[src/ssr_regs.vh]
`ifndef SSR_REGS_VH
`define SSR_REGS_VH

// ----------------------------------------------------------------------
// Register byte offsets
// ----------------------------------------------------------------------
`define SSR_OFF_CTRL      8'h00
`define SSR_OFF_DIV       8'h04
`define SSR_OFF_CLKM      8'h10
`define SSR_OFF_FRMM      8'h14
`define SSR_OFF_HOLD      8'h20
`define SSR_OFF_SYNC      8'h30
`define SSR_OFF_CMP0      8'h38
`define SSR_OFF_CMP1      8'h3C
`define SSR_OFF_STAT      8'h40

// ----------------------------------------------------------------------
// Reset values and writable masks
// ----------------------------------------------------------------------
`define SSR_RST_CLKM      32'h00000000
`define SSR_RST_FRMM      32'h00000000
`define SSR_MASK_CLKM     32'hFFFF1FFF
`define SSR_MASK_FRMM     32'hF17F0FBF

// ----------------------------------------------------------------------
// Control register bits
// ----------------------------------------------------------------------
`define SSR_CTRL_EN       0
`define SSR_CTRL_DIS      1

// ----------------------------------------------------------------------
// Receive clock mode fields (lowest bit of each)
// ----------------------------------------------------------------------
`define SSR_RC_SRC        0
`define SSR_RC_DRV        2
`define SSR_RC_INV        5
`define SSR_RC_GATE       6
`define SSR_RC_START      8
`define SSR_RC_STOP       12
`define SSR_RC_DLY        16
`define SSR_RC_PER        24

// ----------------------------------------------------------------------
// Receive frame mode fields (lowest bit of each)
// ----------------------------------------------------------------------
`define SSR_RF_WLEN       0
`define SSR_RF_LOOP       5
`define SSR_RF_ORDER      7
`define SSR_RF_WORDS      8
`define SSR_RF_SLEN_LO    16
`define SSR_RF_SHAPE      20
`define SSR_RF_EDGE       24
`define SSR_RF_SLEN_HI    28

// ----------------------------------------------------------------------
// Status register bits
// ----------------------------------------------------------------------
`define SSR_ST_READY      0
`define SSR_ST_OVR        1
`define SSR_ST_SYNC       2
`define SSR_ST_EN         3
`define SSR_ST_BUSY       4

`endif

[src/ssr_rx_clock_frame.v]
// Notes on behaviour
// - Start 0 runs continuously once enabled; 1 follows transmitter start.
// - Starts 2-7 follow frame sync level or edge; 8 waits for compare-0.
// - Gating: continuous, only while sync low, or only while sync high.
// - Invert set: sample on rising clock edge, launch sync on falling edge.
// - Invert clear: sample on falling clock edge, launch sync on rising edge.
// - Inversion never changes the clock level driven on the pin.
// - Clock pin drive mode: input only, always driven, or driven while busy.
// - Clock source: divided clock, transmit clock, or receive clock pin.
// - Sync-seen flag sets on rising sync edge, or falling when selected.
// - Sync output shape: none, pulses, level during transfer, or toggle.
// - Sync length sets generated sync length and captured sync bit count.
// - Sync length also sets compared bit count in compare start mode.
// - Generated sync pulse lasts length plus one receive clock periods.
// - Sync length is high part above low part as a byte.
// - Each transfer start receives words-per-frame plus one words.
// - Bit order flag set puts first bit in MSB, else in LSB.
// - Loop mode takes data, sync and clock from the transmitter.
// - Nonzero start delay inserts that many receive cycles before start.
// - Stop bit keeps compare-started reception running until compare-1.
// - Each word holds word bit count plus one bits.
// - Nonzero period makes a sync every two times period plus two periods.
`timescale 1ns/1ns
`include "ssr_regs.vh"

module ssr_rx_clock_frame (
  input  wire        MCLK_I,
  input  wire        SYS_RST_I,
  input  wire        WB_CYC_I,
  input  wire        WB_STB_I,
  input  wire        WB_WE_I,
  input  wire [7:0]  WB_ADR_I,
  input  wire [3:0]  WB_SEL_I,
  input  wire [31:0] WB_DAT_I,
  output reg  [31:0] WB_DAT_O,
  output reg         WB_ACK_O,
  input  wire        RX_DATA_I,
  input  wire        RX_FS_I,
  output reg         RX_FS_O,
  output reg         RX_FS_OE_N_O,
  input  wire        RX_CLK_I,
  output reg         RX_CLK_O,
  output reg         RX_CLK_OE_N_O,
  input  wire        TX_DATA_I,
  input  wire        TX_FS_I,
  input  wire        TX_CLK_I,
  input  wire        TX_START_I
);

  localparam [2:0] ST_IDLE  = 3'h0;
  localparam [2:0] ST_WAIT  = 3'h1;
  localparam [2:0] ST_DELAY = 3'h2;
  localparam [2:0] ST_SYNC  = 3'h3;
  localparam [2:0] ST_DATA  = 3'h4;

  // --------------------------------------------------------------------
  // Pin synchronisers
  // --------------------------------------------------------------------
  reg  [5:0]  pin_s1_q;
  reg  [5:0]  pin_s2_q;

  always @(posedge MCLK_I or posedge SYS_RST_I) begin
    if (SYS_RST_I) begin
      pin_s1_q <= 6'h00;
      pin_s2_q <= 6'h00;
    end else begin
      pin_s1_q <= {TX_CLK_I, TX_FS_I, TX_DATA_I, RX_CLK_I, RX_FS_I, RX_DATA_I};
      pin_s2_q <= pin_s1_q;
    end
  end

  // --------------------------------------------------------------------
  // Register file
  // --------------------------------------------------------------------
  reg  [31:0] receive_clock_mode_q;
  reg  [31:0] receive_frame_mode_q;
  reg  [11:0] div_q;
  reg  [15:0] cmp0_q;
  reg  [15:0] cmp1_q;
  reg         en_q;
  reg  [31:0] hold_q;
  reg  [31:0] sync_hold_q;
  reg         ready_q;
  reg         ovr_q;
  reg         sync_seen_q;
  reg  [2:0]  state_q;

  wire        req     = WB_CYC_I & WB_STB_I & ~WB_ACK_O;
  wire        wr      = req & WB_WE_I;
  wire        rd      = req & ~WB_WE_I;
  wire [31:0] wmask   = {{8{WB_SEL_I[3]}}, {8{WB_SEL_I[2]}},
                         {8{WB_SEL_I[1]}}, {8{WB_SEL_I[0]}}};
  wire [7:0]  widx    = {2'h0, WB_ADR_I[7:2]};
  wire        wr_ctrl = wr & (widx == `SSR_OFF_CTRL >> 2);
  wire        rd_hold = rd & (widx == `SSR_OFF_HOLD >> 2);
  wire        rd_stat = rd & (widx == `SSR_OFF_STAT >> 2);
  wire        busy    = (state_q == ST_SYNC) | (state_q == ST_DATA);

  function [31:0] merge;
    input [31:0] old;
    input [31:0] nw;
    input [31:0] bm;
    begin
      merge = (old & ~bm) | (nw & bm);
    end
  endfunction

  always @(posedge MCLK_I or posedge SYS_RST_I) begin
    if (SYS_RST_I) begin
      receive_clock_mode_q <= `SSR_RST_CLKM;
      receive_frame_mode_q <= `SSR_RST_FRMM;
      div_q  <= 12'h000;
      cmp0_q <= 16'h0000;
      cmp1_q <= 16'h0000;
    end else if (wr) begin
      case (widx)
        `SSR_OFF_DIV >> 2: begin
          div_q <= (WB_DAT_I[11:0] & wmask[11:0]) | (div_q & ~wmask[11:0]);
        end
        `SSR_OFF_CLKM >> 2: begin
          receive_clock_mode_q <= merge(receive_clock_mode_q, WB_DAT_I,
                                        wmask & `SSR_MASK_CLKM);
        end
        `SSR_OFF_FRMM >> 2: begin
          receive_frame_mode_q <= merge(receive_frame_mode_q, WB_DAT_I,
                                        wmask & `SSR_MASK_FRMM);
        end
        `SSR_OFF_CMP0 >> 2: begin
          cmp0_q <= (WB_DAT_I[15:0] & wmask[15:0]) | (cmp0_q & ~wmask[15:0]);
        end
        `SSR_OFF_CMP1 >> 2: begin
          cmp1_q <= (WB_DAT_I[15:0] & wmask[15:0]) | (cmp1_q & ~wmask[15:0]);
        end
        default: begin
          receive_clock_mode_q <= receive_clock_mode_q;
        end
      endcase
    end
  end

  // Reads are captured at the request edge, so a read that clears a flag
  // still returns the value it had before the clear.
  always @(posedge MCLK_I or posedge SYS_RST_I) begin
    if (SYS_RST_I) begin
      WB_ACK_O <= 1'b0;
      WB_DAT_O <= 32'h00000000;
    end else begin
      WB_ACK_O <= req;
      if (rd) begin
        case (widx)
          `SSR_OFF_DIV >> 2:  WB_DAT_O <= {20'h00000, div_q};
          `SSR_OFF_CLKM >> 2: WB_DAT_O <= receive_clock_mode_q;
          `SSR_OFF_FRMM >> 2: WB_DAT_O <= receive_frame_mode_q;
          `SSR_OFF_HOLD >> 2: WB_DAT_O <= hold_q;
          `SSR_OFF_SYNC >> 2: WB_DAT_O <= sync_hold_q;
          `SSR_OFF_CMP0 >> 2: WB_DAT_O <= {16'h0000, cmp0_q};
          `SSR_OFF_CMP1 >> 2: WB_DAT_O <= {16'h0000, cmp1_q};
          `SSR_OFF_STAT >> 2: WB_DAT_O <= {27'h0000000, busy, en_q,
                                           sync_seen_q, ovr_q, ready_q};
          default:            WB_DAT_O <= 32'h00000000;
        endcase
      end
    end
  end

  // --------------------------------------------------------------------
  // Field decode
  // --------------------------------------------------------------------
  wire [1:0]  f_src   = receive_clock_mode_q[`SSR_RC_SRC+1:`SSR_RC_SRC];
  wire [2:0]  f_drv   = receive_clock_mode_q[`SSR_RC_DRV+2:`SSR_RC_DRV];
  wire        f_inv   = receive_clock_mode_q[`SSR_RC_INV];
  wire [1:0]  f_gate  = receive_clock_mode_q[`SSR_RC_GATE+1:`SSR_RC_GATE];
  wire [3:0]  f_start = receive_clock_mode_q[`SSR_RC_START+3:`SSR_RC_START];
  wire        f_stop  = receive_clock_mode_q[`SSR_RC_STOP];
  wire [7:0]  f_dly   = receive_clock_mode_q[`SSR_RC_DLY+7:`SSR_RC_DLY];
  wire [7:0]  f_per   = receive_clock_mode_q[`SSR_RC_PER+7:`SSR_RC_PER];
  wire [4:0]  f_wlen  = receive_frame_mode_q[`SSR_RF_WLEN+4:`SSR_RF_WLEN];
  wire        f_loop  = receive_frame_mode_q[`SSR_RF_LOOP];
  wire        f_order = receive_frame_mode_q[`SSR_RF_ORDER];
  wire [3:0]  f_words = receive_frame_mode_q[`SSR_RF_WORDS+3:`SSR_RF_WORDS];
  wire [2:0]  f_shape = receive_frame_mode_q[`SSR_RF_SHAPE+2:`SSR_RF_SHAPE];
  wire        f_edge  = receive_frame_mode_q[`SSR_RF_EDGE];
  wire [7:0]  f_slen  = {
                receive_frame_mode_q[`SSR_RF_SLEN_HI+3:`SSR_RF_SLEN_HI],
                receive_frame_mode_q[`SSR_RF_SLEN_LO+3:`SSR_RF_SLEN_LO]};

  // --------------------------------------------------------------------
  // Receive clock selection and edges
  // --------------------------------------------------------------------
  reg  [11:0] div_cnt_q;
  reg         div_clk_q;
  reg         clk_prev_q;
  reg         fs_out_q;

  always @(posedge MCLK_I or posedge SYS_RST_I) begin
    if (SYS_RST_I) begin
      div_cnt_q <= 12'h000;
      div_clk_q <= 1'b0;
    end else if (div_q == 12'h000) begin
      div_cnt_q <= 12'h000;
      div_clk_q <= 1'b0;
    end else if (div_cnt_q == div_q - 12'h001) begin
      div_cnt_q <= 12'h000;
      div_clk_q <= ~div_clk_q;
    end else begin
      div_cnt_q <= div_cnt_q + 12'h001;
    end
  end

  wire        fs_drive = (f_shape != 3'h0);
  wire        data_in  = f_loop ? pin_s2_q[3] : pin_s2_q[0];
  wire        fs_in    = f_loop ? pin_s2_q[4] :
                         (fs_drive ? fs_out_q : pin_s2_q[1]);
  wire        sel_clk  = f_loop ? pin_s2_q[5] :
                         (f_src == 2'h0) ? div_clk_q :
                         (f_src == 2'h1) ? pin_s2_q[5] :
                         (f_src == 2'h2) ? pin_s2_q[2] : 1'b0;
  wire        c_rise   = sel_clk & ~clk_prev_q;
  wire        c_fall   = ~sel_clk & clk_prev_q;
  wire        gate_ok  = (f_gate == 2'h0) | ((f_gate == 2'h1) & ~fs_in) |
                         ((f_gate == 2'h2) & fs_in);
  wire        tick_s   = gate_ok & (f_inv ? c_rise : c_fall);
  wire        tick_l   = gate_ok & (f_inv ? c_fall : c_rise);

  always @(posedge MCLK_I or posedge SYS_RST_I) begin
    if (SYS_RST_I) begin
      clk_prev_q    <= 1'b0;
      RX_CLK_O      <= 1'b0;
      RX_CLK_OE_N_O <= 1'b1;
    end else begin
      clk_prev_q    <= sel_clk;
      RX_CLK_O      <= sel_clk;
      RX_CLK_OE_N_O <= ~((f_drv == 3'h1) | ((f_drv == 3'h2) & busy));
    end
  end

  // --------------------------------------------------------------------
  // Start detection and compare windows
  // --------------------------------------------------------------------
  reg         fs_prev_q;
  reg         tx_pend_q;
  reg         cont_q;
  reg  [15:0] cmp_sh_q;

  wire [15:0] win_nxt = {cmp_sh_q[14:0], data_in};
  wire [15:0] cmask   = (f_slen >= 8'h0F) ? 16'hFFFF :
                        ((16'h0001 << f_slen[3:0]) << 1) - 16'h0001;
  wire        match0  = ((win_nxt ^ cmp0_q) & cmask) == 16'h0000;
  wire        match1  = ((win_nxt ^ cmp1_q) & cmask) == 16'h0000;
  wire        fs_rise = fs_in & ~fs_prev_q;
  wire        fs_fall = ~fs_in & fs_prev_q;
  wire        fs_mode = (f_start >= 4'h2) & (f_start <= 4'h7);
  reg         start_ev;

  always @* begin
    start_ev = 1'b0;
    case (f_start)
      4'h0: start_ev = 1'b1;
      4'h1: start_ev = tx_pend_q;
      4'h2: start_ev = ~fs_in;
      4'h3: start_ev = fs_in;
      4'h4: start_ev = fs_fall;
      4'h5: start_ev = fs_rise;
      4'h6: start_ev = fs_rise | fs_fall;
      4'h7: start_ev = fs_rise | fs_fall;
      4'h8: start_ev = match0;
      default: start_ev = 1'b0;
    endcase
  end

  always @(posedge MCLK_I or posedge SYS_RST_I) begin
    if (SYS_RST_I) begin
      fs_prev_q <= 1'b0;
      cmp_sh_q  <= 16'h0000;
    end else if (tick_s) begin
      fs_prev_q <= fs_in;
      cmp_sh_q  <= win_nxt;
    end
  end

  // --------------------------------------------------------------------
  // Receive sequencer
  // --------------------------------------------------------------------
  reg  [7:0]  dly_cnt_q;
  reg  [7:0]  bit_cnt_q;
  reg  [3:0]  word_cnt_q;
  reg  [31:0] word_sh_q;
  reg         xfer_go;
  reg         word_done;

  wire [2:0]  go_state  = (f_dly != 8'h00) ? ST_DELAY :
                          (fs_mode ? ST_SYNC : ST_DATA);
  wire [31:0] word_base = (bit_cnt_q == 8'h00) ? 32'h00000000 : word_sh_q;
  wire [31:0] word_nxt  = f_order ? {word_base[30:0], data_in} :
                          (word_base | ({31'h00000000, data_in}
                                        << bit_cnt_q[4:0]));
  // A new capture starts clean, so bits of an earlier frame never leak in.
  wire [31:0] sync_base = (bit_cnt_q == 8'h00) ? 32'h00000000 : sync_hold_q;
  wire [31:0] sync_nxt  = {sync_base[30:0], data_in};

  always @(posedge MCLK_I or posedge SYS_RST_I) begin
    if (SYS_RST_I) begin
      state_q    <= ST_IDLE;
      dly_cnt_q  <= 8'h00;
      bit_cnt_q  <= 8'h00;
      word_cnt_q <= 4'h0;
      word_sh_q  <= 32'h00000000;
      hold_q     <= 32'h00000000;
      sync_hold_q <= 32'h00000000;
      cont_q     <= 1'b0;
      xfer_go    <= 1'b0;
      word_done  <= 1'b0;
    end else begin
      xfer_go   <= 1'b0;
      word_done <= 1'b0;
      case (state_q)
        ST_IDLE: begin
          cont_q <= 1'b0;
          if (en_q) begin
            state_q <= ST_WAIT;
          end
        end
        ST_WAIT: begin
          if (!en_q) begin
            state_q <= ST_IDLE;
          end else if (tick_s && start_ev) begin
            state_q    <= go_state;
            dly_cnt_q  <= f_dly;
            bit_cnt_q  <= 8'h00;
            word_cnt_q <= 4'h0;
            xfer_go    <= (go_state != ST_DELAY);
            cont_q     <= (f_start == 4'h8) & f_stop;
          end
        end
        ST_DELAY: begin
          if (!en_q) begin
            state_q <= ST_IDLE;
          end else if (tick_s) begin
            if (dly_cnt_q == 8'h01) begin
              state_q <= fs_mode ? ST_SYNC : ST_DATA;
              xfer_go <= 1'b1;
            end else begin
              dly_cnt_q <= dly_cnt_q - 8'h01;
            end
          end
        end
        ST_SYNC: begin
          if (tick_s) begin
            sync_hold_q <= sync_nxt;
            if (bit_cnt_q == f_slen) begin
              bit_cnt_q <= 8'h00;
              state_q   <= ST_DATA;
            end else begin
              bit_cnt_q <= bit_cnt_q + 8'h01;
            end
          end
        end
        ST_DATA: begin
          if (tick_s) begin
            word_sh_q <= word_nxt;
            if (cont_q && match1) begin
              cont_q <= 1'b0;
            end
            if (bit_cnt_q == {3'h0, f_wlen}) begin
              bit_cnt_q <= 8'h00;
              hold_q    <= word_nxt;
              word_done <= 1'b1;
              if (!en_q) begin
                state_q <= ST_IDLE;
              end else if (word_cnt_q == f_words) begin
                word_cnt_q <= 4'h0;
                if ((f_start == 4'h0) || (cont_q && !match1)) begin
                  state_q   <= (f_dly != 8'h00) ? ST_DELAY : ST_DATA;
                  dly_cnt_q <= f_dly;
                  xfer_go   <= (f_dly == 8'h00);
                end else begin
                  state_q <= ST_WAIT;
                end
              end else begin
                word_cnt_q <= word_cnt_q + 4'h1;
              end
            end else begin
              bit_cnt_q <= bit_cnt_q + 8'h01;
            end
          end
        end
        default: begin
          state_q <= ST_IDLE;
        end
      endcase
    end
  end

  // --------------------------------------------------------------------
  // Enable, start pending and status flags
  // --------------------------------------------------------------------
  // A flag set in the same cycle as its clearing read stays set.
  always @(posedge MCLK_I or posedge SYS_RST_I) begin
    if (SYS_RST_I) begin
      en_q        <= 1'b0;
      tx_pend_q   <= 1'b0;
      ready_q     <= 1'b0;
      ovr_q       <= 1'b0;
      sync_seen_q <= 1'b0;
    end else begin
      if (wr_ctrl && WB_SEL_I[0] && WB_DAT_I[`SSR_CTRL_DIS]) begin
        en_q <= 1'b0;
      end else if (wr_ctrl && WB_SEL_I[0] && WB_DAT_I[`SSR_CTRL_EN]) begin
        en_q <= 1'b1;
      end
      if (TX_START_I) begin
        tx_pend_q <= 1'b1;
      end else if (state_q != ST_WAIT) begin
        tx_pend_q <= 1'b0;
      end
      if (word_done) begin
        ready_q <= 1'b1;
      end else if (rd_hold) begin
        ready_q <= 1'b0;
      end
      if (word_done && ready_q && !rd_hold) begin
        ovr_q <= 1'b1;
      end else if (rd_stat) begin
        ovr_q <= 1'b0;
      end
      if (tick_s && (f_edge ? fs_fall : fs_rise)) begin
        sync_seen_q <= 1'b1;
      end else if (rd_stat) begin
        sync_seen_q <= 1'b0;
      end
    end
  end

  // --------------------------------------------------------------------
  // Frame sync generation
  // --------------------------------------------------------------------
  reg  [8:0]  per_cnt_q;
  reg  [7:0]  fs_cnt_q;
  reg         pulse_q;
  reg         tog_q;
  reg         go_pend_q;
  reg         fs_lvl;

  wire        per_hit = (f_per != 8'h00) & (per_cnt_q == {f_per, 1'b1});
  wire        trig    = tick_l & (go_pend_q | per_hit);

  always @(posedge MCLK_I or posedge SYS_RST_I) begin
    if (SYS_RST_I) begin
      per_cnt_q <= 9'h000;
      fs_cnt_q  <= 8'h00;
      pulse_q   <= 1'b0;
      tog_q     <= 1'b0;
      go_pend_q <= 1'b0;
    end else begin
      if (xfer_go) begin
        go_pend_q <= 1'b1;
      end else if (tick_l) begin
        go_pend_q <= 1'b0;
      end
      if (tick_l) begin
        if (f_per == 8'h00 || per_hit) begin
          per_cnt_q <= 9'h000;
        end else begin
          per_cnt_q <= per_cnt_q + 9'h001;
        end
        if (trig) begin
          pulse_q  <= 1'b1;
          fs_cnt_q <= f_slen;
        end else if (pulse_q && fs_cnt_q == 8'h00) begin
          pulse_q <= 1'b0;
        end else if (pulse_q) begin
          fs_cnt_q <= fs_cnt_q - 8'h01;
        end
        if (go_pend_q) begin
          tog_q <= ~tog_q;
        end
      end
    end
  end

  always @* begin
    fs_lvl = 1'b0;
    case (f_shape)
      3'h1: fs_lvl = ~pulse_q;
      3'h2: fs_lvl = pulse_q;
      3'h3: fs_lvl = ~busy;
      3'h4: fs_lvl = busy;
      3'h5: fs_lvl = tog_q;
      default: fs_lvl = 1'b0;
    endcase
  end

  always @(posedge MCLK_I or posedge SYS_RST_I) begin
    if (SYS_RST_I) begin
      fs_out_q     <= 1'b0;
      RX_FS_O      <= 1'b0;
      RX_FS_OE_N_O <= 1'b1;
    end else begin
      fs_out_q     <= fs_lvl;
      RX_FS_O      <= fs_lvl;
      RX_FS_OE_N_O <= ~fs_drive;
    end
  end

endmodule

[config.mk]
export PLATFORM = sky130hd
export DESIGN_NAME = ssr_rx_clock_frame
export DESIGN_NICKNAME = d
export VERILOG_FILES = /design/src/ssr_rx_clock_frame.v
export VERILOG_INCLUDE_DIRS = /design/src /design/src/src
export SDC_FILE = /design/constraint.sdc
export NUM_CORES = 1
export LEC_CHECK = 0
export BUFFER_PORTS_ARGS = -buffer_cell sky130_fd_sc_hd__clkbuf_2
export CORE_MARGIN = 4
export CORE_UTILIZATION = 50
export DETAILED_ROUTE_END_ITERATION = 6
export PLACE_DENSITY = 0.81
export SLEW_MARGIN = 20
export SYNTH_ARGS = -nofsm -noshare
export SYNTH_HDL_FRONTEND = slang
export SYNTH_SLANG_ARGS = --single-unit
[constraint.sdc]
create_clock -name MCLK_I -period 11.7 [get_ports MCLK_I]
set_clock_uncertainty 0.2 [all_clocks]
set_input_delay 2.34 -clock MCLK_I [delete_from_list [all_inputs] [get_ports MCLK_I]]
set_output_delay 2.34 -clock MCLK_I [all_outputs]
set_load 0.01 [all_outputs]
; ---- Word level (Yosys, flattened, before mapping)
; Index checks and enable logic that the tools add are counted.
[word_totals]
ff_bits = 333
inputBits = 56
[classes]
addsub = 8
n_lt_le_gt_ge = 3
eq_ne = 58
shift = 2
n_mux = 99
bitwise_logic = 61
n_reduce_logical = 59
[ops]
columns = cell, count
row1 = 32-bit one-hot mux with 8 select lines, 1
row2 = 8-bit two-way mux, 19
row3 = 32-bit bitwise AND, 4
row4 = 32-bit OR, 3
row5 = 16-bit bitwise AND, 5
row6 = 32-bit two-way mux, 2
row7 = 32-bit inverter, 2
row8 = 3-bit two-way mux, 16
row9 = 8-bit one-hot mux with 3 select lines, 2
row10 = 1-bit two-way mux, 42
row11 = 8-bit zero test, 5
row12 = 16-bit zero test, 2
row13 = 16-bit OR, 2
row14 = 1-bit by 5-bit << shifter with 32-bit output, 1
row15 = 16-bit XOR, 2
row16 = 31-bit two-way mux, 1
row17 = 12-bit bitwise AND, 2
row18 = 6-bit by 4-bit equality test with 1-bit output (second input constant), 4
row19 = 12-bit two-way mux, 2
row20 = 4-bit two-way mux, 6
row21 = 1-bit bitwise AND, 20
row22 = 2-bit inequality test (second input constant), 10
row23 = 2-bit nonzero test, 10
row24 = 2-bit AND reduction, 9
row25 = other kinds (60), 118

; ---- Longest topological paths before layout
; Gate-level depths: netlist of run 1.
[depth]
word_depth = 14
mapped_depth = 15
mapped_depth_nobuf = 12

; ---- Worst setup path after synthesis of run 1
; OpenSTA, ideal clock, no wires.
[synth_path]
kind = input -> register
start = in WB_CYC_I
end = reg with a tool-made name
t_arrival_ns = 3.902
required_time_ns = 11.375
path_slack_ns = 7.473
stages = 7
path_cell_list = nand2_1 nor2_1 and2_1 clkbuf_1 nand2_1 nor3_1 mux2_2
[synth_lines]
columns = element, line_no
row1 = from (decl), ssr_rx_clock_frame.v:29  ; input wire WB_CYC_I,

; ---- Worst setup path in the final report of run 1
[layout_path]
start = in WB_ADR_I[2]
end = reg WB_DAT_O[13]
[layout_between]
elab_chain_len = 2
elab_cells_between_ends = 9
cone_classes = 8 x eq/ne / 1 x mux
[layout_lines]
columns = element, line_no
row1 = from (decl), ssr_rx_clock_frame.v:32  ; input wire [7:0] WB_ADR_I,
row2 = 6-bit by 5-bit equality test with 1-bit output (tied with other cells), ssr_rx_clock_frame.v:150  ; case (widx)
row3 = 32-bit one-hot mux with 8 select lines (*), ssr_rx_clock_frame.v:150
row4 = to (signal assigned), ssr_rx_clock_frame.v:151  ; `SSR_OFF_DIV >> 2: WB_DAT_O <= {20'h00000, div_q};
row5 = to (signal assigned), ssr_rx_clock_frame.v:152  ; `SSR_OFF_CLKM >> 2: WB_DAT_O <= receive_clock_mode_q;
row6 = to (signal assigned), ssr_rx_clock_frame.v:153  ; `SSR_OFF_FRMM >> 2: WB_DAT_O <= receive_frame_mode_q;
row7 = to (decl), ssr_rx_clock_frame.v:35  ; output reg [31:0] WB_DAT_O,
; Every way passes the cells marked *; elsewhere a longest branch is shown, timed or not.
; A chain may end at the register's enable or synchronous reset.

==> results.py, run 1 <==
metrics = {
    "outcome": {
        "status": "complete, but fails checks",
        "violations": "design-rule violations",
    },
    "placed_design": {
        "port_buffers": 90,
        "hpwl_mm": 32.1,
        "dp.cells": 2171,
        "globalplace.congestion": 0.977,
    },
    "clock_tree": {
        "cts_setup_buffers": 0,
        "clk_latency_ns": 0.52,
        "cts_resized": 0,
        "cts-hold-fix-buffers": 0,
        "clk_root_buffer_cell": "clkbuf_16",
        "cts-htree-levels": 2,
        "cts.path.max_buffers": 3,
        "clkSlewWorstSetupHoldPaths_ns": 0.06,
        "cts_buffers": 36,
        "cts_sinks": 321,
        "cts_tree": "yes",
    },
    "layout": {
        "syn_to_final_growth_pct": 11.8,
        "fillers": 2697,
        "antenna_cells": 0,
        "finalNonFillerCells": 2235,
        "fin_util": 0.569,
        "fin_nets": 1836,
        "multi_input_area_um2": 8130,
        "seq_area_um2": 8040,
        "drive_gt1_frac": 0.189,
    },
    "global_route": {
        "grt_pass1_wl_mm": 73.1,
        "grt.total_usage": 0.251,
        "grt_max_degree": 110,
        "grt_pass1_vias": 13400,
        "grt_antenna_before_repair": 0,
        "grt-ovfl-total": 0,
    },
    "setup_path": {
        "crit_path_top_delay_cell": "nor2_1",
        "crit_fanout": 22,
        "cp_slowest_stage_delay_ns": 0.98,
        "path_cells": "clkbuf_2 > nor4_1 > buf_4 > nand2_1 > nor2_1 > a221oi_1 > a21oi_1",
        "worst-setup-path-type": "in -> reg",
        "worstPathArrival_ns": 5.30,
        "cp.required_ns": 11.94,
        "end_kind": "register",
        "critPathLaunchType": "primary input",
    },
    "pwr": {
        "p_per_area_nw_per_um2": 138,
        "p_comb_frac": 0.101,
        "switchingPower_mw": 0.667,
        "switching_share": 0.259,
        "internal-power_mw": 1.91,
        "max-vdd-ir-drop_mv": 0.104,
        "p_leak_nw": 8.60,
        "pwr-share-clk": 0.433,
        "power_frac_seq": 0.466,
    },
    "yosys": {
        "synth-main-ff-cell": "dfrtp_1",
        "synth_area_leader_cell": "dfrtp_1",
        "seq_area_frac_synth": 0.483,
        "synth_nets": 1788,
        "synth_edf_count": 0,
        "syn_inst": 1719,
        "synth_area_leaders": "dfrtp_1 48%, mux2_2 9.9%, nand2_1 6.8%, o21ai_0 3.2%, nor2_1 2.8%",
        "syn_avg_cell_area_um2": 9.68,
        "syn-cell-area_um2": 16600,
        "async_reset_ff_frac": 1.00,
        "yosys.cell_types.count": 75,
        "synth-seq-cells": 321,
        "yosysTopAreaCellShare": 0.480,
        "yosysWarnings": 0,
    },
    "die": {
        "die_w_um": 190,
        "io_pins": 93,
        "start_util": 0.509,
        "rows": 66,
        "die_h_um": 190,
        "core_area_um2": 32700,
        "die-area_um2": 36300,
    },
    "job": {
        "drv_cap": 0,
    },
    "timing": {
        "post-route-period-util": 0.433,
        "slew_violations": 0,
        "worst_slew_pin_slew_ns": 1.14,
        "fmax_mhz": 197,
        "setup_viol_count_final": 0,
        "finalHoldViolCount": 0,
        "rsz0062_at_grt": "false",
        "hold_ws_ns": 0.146,
        "max_slew_margin": 0.234,
        "period_minus_slack_ns": 5.07,
        "tns_ns": 0,
    },
    "route": {
        "drcViolationCount": 4,
        "ant_nets": 0,
        "vias_per_cell": 6.22,
        "drt_iter0_markers": 1600,
        "vias": 13900,
        "wl_mm": 46.2,
        "drt_pass1_iterations": 7,
        "wl_per_cell_um": 20.7,
    },
    "min_path": {
        "hold_path.class": "reg -> reg",
    },
}
per-layer routing:
layer,GRT usage,vias up,part of all wire
met5,0,-,0
met4,0.110,0,0.049
met3,0.0449,137,0.092
met2,0.400,732,0.46
met1,0.338,6801,0.40
li1,-,6228,-
layout by cell type, fill, tap and decap left out, drive strengths merged, types with 5 or more instances in the layout:
cell      n
a221oi   28
buf      18
dfrtp   319
o21ai   109
nor4     17
nand2b   14
nor2b    10
a222oi   12
a21oi    82
o211ai    8
nand4    15
inv      32
xor2     43
or4       6
nand2   303
nor3b     7
and2     12
a32oi    13
a21o      7
nor2    123
or3       7
ha       13
clkbuf  143
nand3    29
o31ai     9
a22oi    22
mux2i    29
nor3     30
o22ai    15
clkinv    7
a211oi    8
mux2    147
xnor2    52
and3     16
a31oi    31
or2       5
cell type report:
type,instances,area share
timing repair buffer,108,0.0315
clock buffer,53,0.0578
multi-input combinational,1269,0.437
sequential,321,0.432
inverter,31,0.00666
clock inverter,11,0.00538
tap,442,0.0297
cells by family (layout without fill, tap and decap cells):
logic type / Yosys count / in the layout / share of synthesized area
adders and majority gates: 13 / 13 / 0.00978
xor gates and xnor gates: 95 / 95 / 0.0500
buffers and inverters: 129 / 203 / 0.0297
DFF: 321 / 321 / 0.483
AOI/OAI and AO/OA: 376 / 376 / 0.146
and+or+nand+nor: 609 / 609 / 0.164
muxes: 176 / 176 / 0.117
cell usage after synthesis (all sizes together), types with 3 or more instances:
master    n
a211oi    8
a21o      7
a21oi    82
a221oi   28
a222oi   12
a22oi    22
a31oi    31
a32oi    13
and2     12
and3     16
buf      12
clkbuf   86
dfrtp   319
ha       13
inv      31
mux2    147
mux2i    29
nand2   303
nand2b   14
nand3    29
nand3b    4
nand4    15
nor2    123
nor2b    10
nor3     30
nor3b     7
nor4     17
o211ai    8
o21a      4
o21ai   109
o22ai    15
o31a      3
o31ai     9
or2       5
or3       7
or3b      3
or4       6
xnor2    52
xor2     43
per-stage QoR:
stage | area, um2 | power (mW) | setup WS, ns
final | 18600 | 2.58 | 6.63
after global routing | 18600 | 2.66 | 6.53
after CTS | 18600 | 2.58 | 6.74
after detailed placement | 17400 | 1.47 | 6.25
after global placement | 17400 | 1.46 | 6.29
after floorplan | 16600 | 1.38 | 0.279
worst max-delay path: cells and delay by family:
kind / cells / cell delay [ns]
AO/OA/AOI/OAI: 2 / 0.54
buffers and inverters: 2 / 0.61
AND/OR/NAND/NOR: 3 / 1.80
power by group through the flow:
stage	combinational (mW)	sequential [mW]	clock, mW
after floorplan	0.172	1.21	0
after global placement	0.247	1.22	0
after detailed placement	0.256	1.22	0
after CTS	0.258	1.20	1.13
after global routing	0.286	1.21	1.17
final	0.259	1.20	1.12
final timing paths:
check	slack, ns	to	startpoint	depth (start not counted)
setup / recovery	6.63	WB_DAT_O[13]$_DFFE_PP0P_	WB_ADR_I[2]	7
hold / removal	0.15	pin_s2_q[0]$_DFF_PP0_	pin_s1_q[0]$_DFF_PP0_	0
setup reg to reg	7.02	bit_cnt_q[6]$_DFFE_PP0P_	register	12
hold reg to reg	0.15	pin_s2_q[0]$_DFF_PP0_	pin_s1_q[0]$_DFF_PP0_	0
max in group asynchronous	7.98	WB_DAT_O[27]$_DFFE_PP0P_	SYS_RST_I	3
min in group asynchronous	1.74	async pin	SYS_RST_I	2
Power figures use the tool's default switching activity.
==> inputs of run 2 (changes only) <==
- clock period: 11.7 -> 4.1 ns (I/O delays scaled with it)
==> run 2 against run 1 <==
  * The flow still finishes with violations (design-rule violations)
  * Flip-flop and latch count unchanged
  * First-iteration DRC count increased by 9.9%
  * Non-clock buffer count increased by 29
  * Final cell count increased by 1.3%
==> results.py, run 2 (same netlist as run 1, synthesis figures left out) <==
metrics = {
    "timing": {
        "fmax_mhz": 256,
        "finalHoldViolCount": 0,
        "hold_ws_ns": 0.101,
        "post-route-period-util": 0.951,
        "setup_viol_count_final": 0,
        "max_slew_margin": 0.293,
        "rsz0062_at_grt": "false",
        "period_minus_slack_ns": 3.90,
        "slew_violations": 0,
        "worst_slew_pin_slew_ns": 1.06,
    },
    "setup_path": {
        "end_kind": "register",
        "cp_slowest_stage_delay_ns": 0.41,
        "r2r_slack_ns": 0.20,
        "worstPathArrival_ns": 4.14,
        "crit_path_top_delay_cell": "dfrtp_1",
        "path_cells": "or2_2 > or3_1 > ha_2 > nor4b_2 > o21ai_0 > nand4_1 > nor4_1 > nand4_2 > a211oi_2 > buf_4 > o21ai_2 > buf_4 > a311o_1 > a21oi_1",
        "r2r-end": "dly_cnt_q[5]$_DFFE_PP0P_",
        "worst-setup-path-type": "reg -> reg",
        "critPathLaunchType": "register",
        "cp.required_ns": 4.34,
        "crit_top_cell": "buf_4",
        "path_delay_family": "simple AND/OR/NAND/NOR gates",
        "r2r.worst_path.cells": 14,
        "path_buf_inv": 2,
        "crit_fanout": 16,
    },
    "die": {
        "io_pins": 93,
        "rows": 66,
        "die-area_um2": 36300,
        "start_util": 0.509,
        "core_area_um2": 32700,
        "die_w_um": 190,
        "die_h_um": 190,
    },
    "route": {
        "ant_nets": 0,
        "drt_pass1_iterations": 7,
        "drcViolationCount": 3,
        "vias": 14000,
        "wl_per_cell_um": 20.9,
        "vias_per_cell": 6.20,
        "drt_iter0_markers": 1758,
        "wl_mm": 47.4,
    },
    "clock_tree": {
        "cts_sinks": 321,
        "cts_setup_buffers": 0,
        "clk_root_buffer_cell": "clkbuf_16",
        "cts_buffers": 36,
        "cts-htree-levels": 2,
        "cts_tree": "yes",
        "clk_latency_ns": 0.53,
        "cts.path.max_buffers": 3,
        "clkSlewWorstSetupHoldPaths_ns": 0.06,
    },
    "pwr": {
        "max-vdd-ir-drop_mv": 0.247,
        "p_per_area_nw_per_um2": 389,
        "p_leak_nw": 8.73,
    },
    "layout": {
        "design_area_um2": 18800,
        "antenna_cells": 0,
        "syn_to_final_growth_pct": 13.0,
        "fin_util": 0.575,
        "fin_nets": 1865,
        "final_common_cell": "dfrtp_1",
        "drive_gt1_frac": 0.201,
        "final_cell_mix": "318 x dfrtp_1, 303 x nand2_1, 147 x mux2_2",
    },
    "placed_design": {
        "post_dp_cell_area_um2": 17700,
        "port_buffers": 90,
        "hpwl_mm": 33.9,
        "globalplace.congestion": 0.964,
    },
    "global_route": {
        "grt_max_degree": 128,
        "grt_antenna_before_repair": 0,
        "grt-ovfl-total": 0,
        "grt.total_usage": 0.260,
        "grt_pass1_wl_mm": 75.6,
        "grt_pass1_vias": 13800,
    },
    "job": {
        "drv_cap": 0,
    },
    "outcome": {
        "status": "complete, but fails checks",
        "violations": "design-rule violations",
    },
    "min_path": {
        "hold_path.class": "in -> async",
    },
}
-- run 2: changes by cell type in the layout (fill, tap and decap cells not counted), sizes merged --
| cell | before | now |
|---|---|---|
| clkbuf | 143 | 139 |
| clkinv | 7 | 11 |
| buf | 18 | 47 |
| clkinvlp | 2 | 3 |
-- run 2: per-layer routing --
layer / vias to the layer above / wire [um] / GRT usage
met4: 0 / 2370 / 0.111
met2: 676 / 22200 / 0.421
li1: 6288 / - / -
met5: - / 0 / 0
met3: 163 / 3890 / 0.0465
met1: 6922 / 18900 / 0.345
-- run 2: area by class of cell --
cell class                 instances  area [um2]
tap                              442         553
clock buffer                      49        1000
fill                            2734       13900
multi-input combinational       1269        8130
timing repair buffer             137         828
inverter                          31         120
sequential                       321        8040
clock inverter                    16         125
-- run 2: worst register-to-register path: stages (launching register included) --
cell      delay (ns)
dfrtp_1         0.41
or2_2           0.34
or3_1           0.34
ha_2            0.27
nor4b_2         0.23
o21ai_0         0.10
nand4_1         0.12
nor4_1          0.41
nand4_2         0.20
a211oi_2        0.35
buf_4           0.18
o21ai_2         0.05
buf_4           0.19
a311o_1         0.28
a21oi_1         0.16
-- run 2: worst max path at each step --
stage,depth (start not counted),slack (ns),to
3_5_place_dp,12,0.14,bit_cnt_q[0]$_DFFE_PP0P_
2_1_floorplan,1,-1.20,WB_ACK_O$_DFF_PP0_
6_report,14,0.20,dly_cnt_q[5]$_DFFE_PP0P_
4_1_cts,12,0.07,bit_cnt_q[0]$_DFFE_PP0P_
5_1_grt,14,0.13,dly_cnt_q[5]$_DFFE_PP0P_
3_3_place_gp,12,0.20,bit_cnt_q[6]$_DFFE_PP0P_
-- run 2: per-stage QoR --
stage / power [mW] / setup WS [ns] / setup TNS (ns) / std cells
2_1_floorplan: 3.95 / -1.20 / -382.62 / 1719
3_3_place_gp: 4.21 / 0.201 / 0 / 2200
5_1_grt: 7.58 / 0.130 / 0 / 2265
4_1_cts: 7.32 / 0.0655 / 0 / 2265
6_report: 7.30 / 0.199 / 0 / 2265
3_5_place_dp: 4.23 / 0.144 / 0 / 2200
-- run 2: repair_timing --
item	4_1_cts	5_1_grt
gates resized for setup	0	4
endpoints found under the hold margin	0	0
hold buffers	0	0
endpoints found under the setup margin	0	10
-- run 2: where the power goes --
part           leakage (nW)  switching [mW]  internal, mW
Sequential             4.36           0.139          3.29
Clock                 0.555            1.32          1.79
Combinational          3.81           0.470         0.294
Total                  8.73            1.93          5.37
